File: src/common/ssf_cfg.svh
// Address map, field positions and reset values of the sample status flag block
`ifndef SSF_CFG_SVH
`define SSF_CFG_SVH

// ==========================================================================
// Register addresses
`define SSF_ADDR_STATUS_ALIAS  8'h00
`define SSF_ADDR_P_HIGH        8'h01
`define SSF_ADDR_P_MID         8'h02
`define SSF_ADDR_P_LOW         8'h03
`define SSF_ADDR_T_HIGH        8'h04
`define SSF_ADDR_T_LOW         8'h05
`define SSF_ADDR_SAMPLE_STATUS 8'h06
`define SSF_ADDR_PD_HIGH       8'h07
`define SSF_ADDR_PD_MID        8'h08
`define SSF_ADDR_PD_LOW        8'h09
`define SSF_ADDR_TD_HIGH       8'h0A
`define SSF_ADDR_TD_LOW        8'h0B
`define SSF_ADDR_FIFO_STATUS   8'h0D
`define SSF_ADDR_FIFO_DATA     8'h01
`define SSF_ADDR_ONE           8'h01

// ==========================================================================
// Flag vector indices
`define SSF_FLG_P_RDY 0
`define SSF_FLG_T_RDY 1
`define SSF_FLG_C_RDY 2
`define SSF_FLG_P_OVW 3
`define SSF_FLG_T_OVW 4
`define SSF_FLG_C_OVW 5
`define SSF_FLG_PUNRD 6
`define SSF_FLG_TUNRD 7
`define SSF_FLG_COUNT 8

// ==========================================================================
// Bit ranges of the result bytes
`define SSF_P_HI  19:12
`define SSF_P_MID 11:4
`define SSF_P_LO  3:0
`define SSF_T_HI  11:4
`define SSF_T_LO  3:0

// ==========================================================================
// Reset values and fillers
`define SSF_FLAG_RESET 1'b0
`define SSF_BYTE_ZERO  8'h00
`define SSF_NIBBLE_ZERO 4'h0
`define SSF_BIT_ZERO   1'b0

`endif

File: src/common/ssf_pkg.sv
// Types shared by the sample status flag block
package ssf_pkg;

  // ========================================================================
  // FIFO mode field encodings
  typedef enum logic [1:0] {
    SSF_FIFO_OFF      = 2'h0,
    SSF_FIFO_CIRCULAR = 2'h1,
    SSF_FIFO_STOP     = 2'h2,
    SSF_FIFO_RSVD     = 2'h3
  } ssf_fifo_mode_type;

  // ========================================================================
  // Register read request from the serial engine
  typedef struct packed {
    logic       en;
    logic       start;
    logic [7:0] addr;
  } ssf_rd_req_type;

  // Acquisition results and completion strobes
  typedef struct packed {
    logic        p_done;
    logic        t_done;
    logic [19:0] p_data;
    logic [11:0] t_data;
    logic [19:0] p_delta;
    logic [11:0] t_delta;
  } ssf_sample_type;

  // Event flag configuration bits
  typedef struct packed {
    logic pressure_event_enable;
    logic temperature_event_enable;
    logic general_ready_event_enable;
  } ssf_event_cfg_type;

endpackage : ssf_pkg

File: src/hdl/ssf_top.sv
// Sample status flags, status alias and register read path of the sensor
//
// Functional notes
// FIFO mode 00: address 0x00 reads the sample status register at 0x06.
// FIFO mode nonzero: address 0x00 reads the FIFO status register at 0x0D.
// FIFO mode 00 off, 01 circular buffer, 10 full stop.
// Burst from 0x00 gives status first, then current data, or FIFO data with the FIFO on.
// Combined overwrite resets 0, sets when any unread result is overwritten.
// FIFO off: combined overwrite clears on pressure or temperature high byte read.
// FIFO on: reading the FIFO data port clears all six sample flags.
// Pressure overwrite resets 0, sets on unretrieved overwrite, clears on pressure read.
// Temperature overwrite resets 0, sets on unretrieved overwrite, clears on temp read.
// Combined ready resets 0, sets on any new result, clears on either high byte.
// Pressure ready sets on each pressure result, clears on pressure high byte read.
// Temperature ready sets on each temperature result, clears on temp high byte read.
// Pressure ready and overwrite generated only with pressure event enable set.
// Temperature ready and overwrite generated only with temperature event enable set.
// Combined ready and overwrite generated only with general ready enable set.
// A result arriving with its clearing read leaves the flag set.
`include "ssf_cfg.svh"

module ssf_top (
  input  wire logic                      clk,
  input  wire logic                      rst,
  input  wire ssf_pkg::ssf_rd_req_type   rd_req,
  input  wire ssf_pkg::ssf_sample_type   sample,
  input  wire ssf_pkg::ssf_event_cfg_type event_flag_config,
  input  wire ssf_pkg::ssf_fifo_mode_type fifo_mode,
  input  wire logic [7:0]                fifo_status,
  input  wire logic [7:0]                fifo_data,
  output logic      [7:0]                rd_data_q,
  output logic                           rd_valid_q,
  output logic                           fifo_pop_q,
  output logic      [7:0]                sample_status_reg
);
  import ssf_pkg::*;

  // ========================================================================
  // Helper functions

  // FIFO data driver enabled for any nonzero mode
  function automatic logic fifo_on_f(input ssf_fifo_mode_type mode);
    begin
      fifo_on_f = (mode != SSF_FIFO_OFF);
    end
  endfunction : fifo_on_f

  // Read strobe aimed at one address
  function automatic logic hit_f(input logic en, input logic [7:0] a, input logic [7:0] t);
    begin
      hit_f = en && (a == t);
    end
  endfunction : hit_f

  // ========================================================================
  // Declarations
  logic [7:0]                  ptr_q;
  logic [7:0]                  ptr_d;
  logic [7:0]                  rd_addr;
  logic [7:0]                  next_addr;
  logic                        fifo_on;
  logic                        circular_mode;
  logic                        stop_mode;
  logic                        p_high_rd;
  logic                        t_high_rd;
  logic                        fdata_rd;
  logic                        p_clr;
  logic                        t_clr;
  logic                        all_clr;
  logic                        p_ovw;
  logic                        t_ovw;
  logic [`SSF_FLG_COUNT-1:0]   flag_set;
  logic [`SSF_FLG_COUNT-1:0]   flag_clr;
  logic [`SSF_FLG_COUNT-1:0]   flag_q;
  logic [7:0]                  status_byte;
  logic [7:0]                  rd_data_d;

  // ========================================================================
  // Mode decode
  assign fifo_on       = fifo_on_f(fifo_mode);
  assign circular_mode = (fifo_mode == SSF_FIFO_CIRCULAR);
  assign stop_mode     = (fifo_mode == SSF_FIFO_STOP);

  // ========================================================================
  // Burst address: start address or the auto-incremented pointer
  assign rd_addr = rd_req.start ? rd_req.addr : ptr_q;

  ssf_addr_step u_addr_step (
    .cur_addr  (rd_addr),
    .fifo_on   (fifo_on),
    .next_addr (next_addr)
  );

  // Pointer advances on each read of a burst
  always_comb
  begin
    ptr_d = ptr_q;
    if (rd_req.en)
      ptr_d = next_addr;
  end

  always_ff @(posedge clk)
  begin
    if (rst)
      ptr_q <= `SSF_ADDR_STATUS_ALIAS;
    else
      ptr_q <= ptr_d;
  end

  // ========================================================================
  // Clearing reads
  assign p_high_rd = hit_f(rd_req.en, rd_addr, `SSF_ADDR_P_HIGH) && !fifo_on;
  assign t_high_rd = hit_f(rd_req.en, rd_addr, `SSF_ADDR_T_HIGH) && !fifo_on;
  assign fdata_rd  = hit_f(rd_req.en, rd_addr, `SSF_ADDR_FIFO_DATA) && fifo_on;

  // Per-channel clears; FIFO data read clears everything
  assign all_clr = fdata_rd;
  assign p_clr   = p_high_rd || all_clr;
  assign t_clr   = t_high_rd || all_clr;

  // ========================================================================
  // Overwrite detection against results not yet retrieved
  assign p_ovw = sample.p_done && flag_q[`SSF_FLG_PUNRD];
  assign t_ovw = sample.t_done && flag_q[`SSF_FLG_TUNRD];

  // ========================================================================
  // Set and clear terms of every flag
  always_comb
  begin
    flag_set = '0;
    flag_clr = '0;
    // Unread trackers follow each result regardless of enables
    flag_set[`SSF_FLG_PUNRD] = sample.p_done;
    flag_set[`SSF_FLG_TUNRD] = sample.t_done;
    flag_clr[`SSF_FLG_PUNRD] = p_clr;
    flag_clr[`SSF_FLG_TUNRD] = t_clr;
    // Pressure ready and overwrite
    flag_set[`SSF_FLG_P_RDY] = sample.p_done
                             && event_flag_config.pressure_event_enable;
    flag_set[`SSF_FLG_P_OVW] = p_ovw
                             && event_flag_config.pressure_event_enable;
    flag_clr[`SSF_FLG_P_RDY] = p_clr;
    flag_clr[`SSF_FLG_P_OVW] = p_clr;
    // Temperature ready and overwrite
    flag_set[`SSF_FLG_T_RDY] = sample.t_done
                             && event_flag_config.temperature_event_enable;
    flag_set[`SSF_FLG_T_OVW] = t_ovw
                             && event_flag_config.temperature_event_enable;
    flag_clr[`SSF_FLG_T_RDY] = t_clr;
    flag_clr[`SSF_FLG_T_OVW] = t_clr;
    // Combined ready and overwrite
    flag_set[`SSF_FLG_C_RDY] = (sample.p_done || sample.t_done)
                             && event_flag_config.general_ready_event_enable;
    flag_set[`SSF_FLG_C_OVW] = (p_ovw || t_ovw)
                             && event_flag_config.general_ready_event_enable;
    flag_clr[`SSF_FLG_C_RDY] = p_high_rd || t_high_rd || all_clr;
    flag_clr[`SSF_FLG_C_OVW] = p_high_rd || t_high_rd || all_clr;
  end

  // ========================================================================
  // Flag storage, set wins over clear
  generate
    for (genvar i = 0; i < `SSF_FLG_COUNT; i++)
    begin : g_flag
      ssf_flag_cell u_cell (
        .clk    (clk),
        .rst    (rst),
        .set    (flag_set[i]),
        .clr    (flag_clr[i]),
        .flag_q (flag_q[i])
      );
    end
  endgenerate

  // ========================================================================
  // Sample status byte layout
  assign status_byte = {flag_q[`SSF_FLG_C_OVW], flag_q[`SSF_FLG_T_OVW],
                        flag_q[`SSF_FLG_P_OVW], `SSF_BIT_ZERO,
                        flag_q[`SSF_FLG_C_RDY], flag_q[`SSF_FLG_T_RDY],
                        flag_q[`SSF_FLG_P_RDY], `SSF_BIT_ZERO};
  assign sample_status_reg = status_byte;                       // Wired from flag flops

  // ========================================================================
  // Read data selection; reserved words read zero in FIFO mode
  always_comb
  begin
    rd_data_d = `SSF_BYTE_ZERO;
    unique case (rd_addr)
      `SSF_ADDR_STATUS_ALIAS:
        rd_data_d = fifo_on ? fifo_status : status_byte;
      `SSF_ADDR_P_HIGH:
        rd_data_d = fifo_on ? fifo_data : sample.p_data[`SSF_P_HI];
      `SSF_ADDR_P_MID:
        rd_data_d = fifo_on ? `SSF_BYTE_ZERO : sample.p_data[`SSF_P_MID];
      `SSF_ADDR_P_LOW:
        rd_data_d = fifo_on ? `SSF_BYTE_ZERO : {sample.p_data[`SSF_P_LO], `SSF_NIBBLE_ZERO};
      `SSF_ADDR_T_HIGH:
        rd_data_d = fifo_on ? `SSF_BYTE_ZERO : sample.t_data[`SSF_T_HI];
      `SSF_ADDR_T_LOW:
        rd_data_d = fifo_on ? `SSF_BYTE_ZERO : {sample.t_data[`SSF_T_LO], `SSF_NIBBLE_ZERO};
      `SSF_ADDR_SAMPLE_STATUS:
        rd_data_d = status_byte;
      `SSF_ADDR_PD_HIGH:
        rd_data_d = sample.p_delta[`SSF_P_HI];
      `SSF_ADDR_PD_MID:
        rd_data_d = sample.p_delta[`SSF_P_MID];
      `SSF_ADDR_PD_LOW:
        rd_data_d = {sample.p_delta[`SSF_P_LO], `SSF_NIBBLE_ZERO};
      `SSF_ADDR_TD_HIGH:
        rd_data_d = sample.t_delta[`SSF_T_HI];
      `SSF_ADDR_TD_LOW:
        rd_data_d = {sample.t_delta[`SSF_T_LO], `SSF_NIBBLE_ZERO};
      `SSF_ADDR_FIFO_STATUS:
        rd_data_d = fifo_status;
      default:
        rd_data_d = `SSF_BYTE_ZERO;
    endcase
  end

  // ========================================================================
  // Read answer register, one cycle after the strobe
  always_ff @(posedge clk)
  begin
    if (rst)
    begin
      rd_data_q  <= `SSF_BYTE_ZERO;
      rd_valid_q <= `SSF_FLAG_RESET;
    end
    else
    begin
      rd_valid_q <= rd_req.en;
      if (rd_req.en)
        rd_data_q <= rd_data_d;
    end
  end

  // ========================================================================
  // FIFO pop strobe on each FIFO data read in circular or full stop mode
  always_ff @(posedge clk)
  begin
    if (rst)
      fifo_pop_q <= `SSF_FLAG_RESET;
    else
      fifo_pop_q <= fdata_rd && (circular_mode || stop_mode);
  end

endmodule : ssf_top

File: src/hdl/ssf_flag_cell.sv
// Sticky flag whose set wins over a clear in the same cycle
`include "ssf_cfg.svh"

module ssf_flag_cell (
  input  wire logic clk,
  input  wire logic rst,
  input  wire logic set,
  input  wire logic clr,
  output logic      flag_q
);
  // ========================================================================
  // Flag storage
  always_ff @(posedge clk)
  begin
    if (rst)
      flag_q <= `SSF_FLAG_RESET;
    else if (set)
      flag_q <= 1'b1;            // New event is never lost
    else if (clr)
      flag_q <= `SSF_FLAG_RESET;
  end
endmodule : ssf_flag_cell

File: src/hdl/ssf_addr_step.sv
// Next address of an auto-incrementing register burst
`include "ssf_cfg.svh"

module ssf_addr_step (
  input  wire logic [7:0] cur_addr,
  input  wire logic       fifo_on,
  output logic      [7:0] next_addr
);
  // ========================================================================
  // Wrap points of the status and data area
  always_comb
  begin
    unique case (cur_addr)
      `SSF_ADDR_STATUS_ALIAS:  next_addr = `SSF_ADDR_ONE;
      `SSF_ADDR_FIFO_DATA:     next_addr = fifo_on ? `SSF_ADDR_FIFO_DATA : `SSF_ADDR_P_MID;
      `SSF_ADDR_T_LOW:         next_addr = `SSF_ADDR_STATUS_ALIAS;
      `SSF_ADDR_SAMPLE_STATUS: next_addr = `SSF_ADDR_ONE;
      `SSF_ADDR_FIFO_STATUS:   next_addr = `SSF_ADDR_ONE;
      default:                 next_addr = cur_addr + `SSF_ADDR_ONE;
    endcase
  end
endmodule : ssf_addr_step

File: config.mk
export PLATFORM = sky130hd
export DESIGN_NAME = ssf_top
export DESIGN_NICKNAME = d
export VERILOG_FILES = /design/src/common/ssf_pkg.sv /design/src/hdl/ssf_top.sv /design/src/hdl/ssf_flag_cell.sv /design/src/hdl/ssf_addr_step.sv
export VERILOG_INCLUDE_DIRS = /design/src /design/src/common
export SDC_FILE = /design/constraint.sdc
export NUM_CORES = 1
export LEC_CHECK = 0
export BUFFER_PORTS_ARGS = -buffer_cell sky130_fd_sc_hd__buf_4
export CELL_PAD_IN_SITES_DETAIL_PLACEMENT = 0
export CELL_PAD_IN_SITES_GLOBAL_PLACEMENT = 2
export CORE_MARGIN = 1
export CORE_UTILIZATION = 28
export CTS_BUF_LIST = sky130_fd_sc_hd__clkbuf_16
export DETAILED_ROUTE_END_ITERATION = 7
export GPL_TIMING_DRIVEN = 0
export PLACE_DENSITY_LB_ADDON = 0.1
export RECOVER_POWER = 50
export SLEW_MARGIN = 20
export SYNTH_ARGS = -nofsm -noshare
export SYNTH_HDL_FRONTEND = slang
export SYNTH_HIERARCHICAL = 1
export SYNTH_SLANG_ARGS = --single-unit
File: constraint.sdc
create_clock -name clk -period 4.1 [get_ports clk]
set_input_delay 0.205 -clock clk [delete_from_list [all_inputs] [get_ports clk]]
set_output_delay 0.205 -clock clk [all_outputs]
set_load 0.005 [all_outputs]
==> results.txt <==
GRT overflow: 0
Sw power: 266 uW
GPL Wtd Cong: 0.807
Fmax: 0.382 GHz
Tot GR Track Use: 20.7%
Final setup margin: 1.48 ns
HP Class: input pin to flop
Die Span X: 97.5 microns
CTS tree: yes
Leak: 0.00157 uW
Max Slew Vio Count: 0
Hold Crit Depth: 3
Asr flop ratio synth: 0%
DP HPWL: 7.91 mm
Fin crit share: 63.9%
Largest net degree at the start of global routing: 14
Vias in the first global route: 2,958
Worst-margin pin slew: 0.811 ns
YS warnings: 6
Final Instance Count excl. Fillers: 544
Die footprint: 9500 sq um
Placement Setup Slack: 1.16 ns
Root Buffer: clkbuf_16
Hold_buf cts: 0
Avg WL per Cell: 18.4 microns
Distinct cells, synth: 68
Commonest non-fill, non-tap cells in the layout: 105 x buf_4, 26 x dfxtp_1, 24 x inv_1
Combinational fraction of design power: 37.8%
Inst Count DP: 541
Die Y: 97.5 microns
H-tree Lvls: 1
Critical R2R Capture: g_flag[7].u_cell/flag_q
Number of buffers created by CTS: 3
Post-synthesis area per instance: 8.00 sq um
Setup Fix Bufs, Post-CTS: 0
Worst Setup SP: fifo_mode[0]
Total negative slack: 0 ns
CP Class: input pin to flop
Clk pwr share: 27.9%
Clock buffer depth: 2
HP Start: fifo_status[1]
Register-to-Register Path Depth: 9
Hold endpoint: rd_data_q[1]
Switch share: 32.8%
1st-iter DRT viols: 131
Worst Setup Start Kind: input pin
Core region area: 8760 sq um
Power Total: 810 uW
Synthesized area: 2550 sq um
Primary FF master, synth: dfxtp_1
Number of synthesized register bits: 26
Post-synth top area cell: dfxtp_1
Total number of vias: 2,904
Drt total wl: 10.0 mm
Util after Layout: 41.2%
Status: finished clean
DRT Pass-1 Iters: 5
Leading cell type in the layout, fill and taps excluded: buf_4
Initial antenna violation count: 0
Synth top area share: 20.4%
Clk Latency, worst-skew pair: 0.27 ns
Fin. Hold Viols: 0
Register-to-Register Setup Slack: 1.63 ns
Worst-path maximum fanout: 10
Share of cells above drive strength 1: 37.2%
Fin crit period: 2.62 ns
Cells after synthesis: 319
Post_cts resized: 0
Max-cap check violation count: 0
Power Density: 225 nW/um^2
Remaining antenna violation count: 0
Vias per std cell: 5.34
WP data required: 4.24 ns
CTS Sinks: 26
Max-slew headroom: 45.9%
IO buf count: 113
Fin Clk Skew: 0.00397 ns
Cell Rows: 34
Critical Path AT: 2.76 ns
VDD IR-drop max: 0.144 mV
Internal power: 544 uW
Io pins: 117
First-pass GRT wire length: 15.6 mm
Nets@finish: 542
Reg2reg start: ptr_q[5]
DRC viols: 0
Area contributors post-synth: dfxtp_1 20%, mux2i_1 5.5%, mux2_2 4.0%
Flop pwr share: 34.4%
Antenna Cells: 0
Final setup fails: 0
Starting Density: 29.1%
EDFF count, synth: 0
Crit end category: flop
Sequential share of the synthesized area: 20.4%
Syn-to-layout area delta: 41.4%
RSZ-0062 raised after global routing: false
Clock Pin Slew Worst Setup and Hold Paths: 0.07 ns
[stage by stage]
| step | cell area (sq um) | hold slack [ns] |
|---|---|---|
| finish | 3610 | 0.199 |
| global route | 3610 | 0.212 |
| CTS | 3620 | 0.190 |
| detailed placement | 3550 | 0.444 |
| global placement | 3540 | 0.440 |
| floorplan | 2550 | 0.267 |
[routing by layer]
layer | vias to the layer above | GRT usage [%] | routed length, microns
met5 | - | 0 | 0
met4 | 0 | 5.32 | 110
met3 | 10 | 3.31 | 766
met2 | 124 | 32.4 | 4450
met1 | 1341 | 29.3 | 4670
li1 | 1429 | - | -
[power by group through the flow]
| stage | Combinational [uW] | Sequential [uW] | Clock [uW] |
|---|---|---|---|
| 2_1_floorplan | 168 | 280 | 0 |
| 3_3_place_gp | 306 | 284 | 0 |
| 3_5_place_dp | 306 | 284 | 0 |
| 4_1_cts | 307 | 279 | 237 |
| 5_1_grt | 332 | 281 | 240 |
| 6_report | 306 | 278 | 226 |
[area by class of cell]
cell class	instances	area, sq um
multi-input cells	245	1790
flip-flops and latches	26	520
repair buffers	113	841
fillers	969	5160
inverters	24	90.1
clock buffers	3	75.1
well taps	108	135
plain buffers	25	155
[critical path, cell delays in order]
cell and delay (ns):
buf_4 0.10, inv_1 0.05, ha_1 0.26, clkbuf_1 0.65
clkbuf_1 0.50, inv_1 0.22, nor3_1 0.18, a21oi_1 0.06
o32a_2 0.34, mux2i_1 0.13, nor2_1 0.05
[worst max-delay path by stage]
stage	end	slack [ns]	depth (start not counted)
floorplan	ptr_q[1]	1.96	8
detailed placement	ptr_q[0]	1.16	11
CTS	ptr_q[0]	1.43	11
finish	ptr_q[0]	1.48	11
global placement	ptr_q[0]	1.17	11
global route	ptr_q[0]	1.24	11
[cell usage after synthesis, types with 2 or more instances]
master / instances
nand3_1: 14
o32ai_2: 2
and3_1: 15
nand2_1: 23
a31oi_1: 2
nor3_1: 2
or2_2: 2
o32ai_1: 4
a222oi_1: 3
o21bai_1: 2
nand3b_1: 2
mux2_2: 9
a32oi_1: 5
xnor2_1: 4
buf_6: 3
a211oi_1: 3
buf_4: 9
clkbuf_1: 7
nor2b_1: 2
inv_1: 24
a21boi_0: 2
a22o_1: 6
nand4_1: 15
mux2i_1: 14
and2_1: 5
nand2b_1: 10
dfxtp_1: 26
buf_2: 4
nor2_1: 19
a21oi_2: 8
a22oi_1: 11
a21oi_1: 6
o21ai_0: 5
and4_1: 5
o21ai_1: 2
nor4_1: 2
o21a_1: 2
buf_1: 2
a2111oi_0: 2
ha_1: 5
o22ai_2: 2
o2111ai_1: 3
[registers in the layout, summed over array words and instances (netlist names)]
signal	flops
fifo_pop_q	1
g_flag.u_cell/flag_q	8
rd_data_q	8
ptr_q	8
rd_valid_q	1
[cells by family (layout without fill, tap and decap cells)]
logic type,count (synthesis),after routing,share of synthesized area (%)
adders and majority gates,5,5,2.45
and+or+nand+nor,128,128,28.8
AOI/OAI and AO/OA,82,82,27.4
buffers and inverters,49,165,9.61
DFF,26,26,20.4
xor gates and xnor gates,5,5,1.72
muxes,23,23,9.47
other,1,2,0.147
Power figures use the tool's default switching activity.
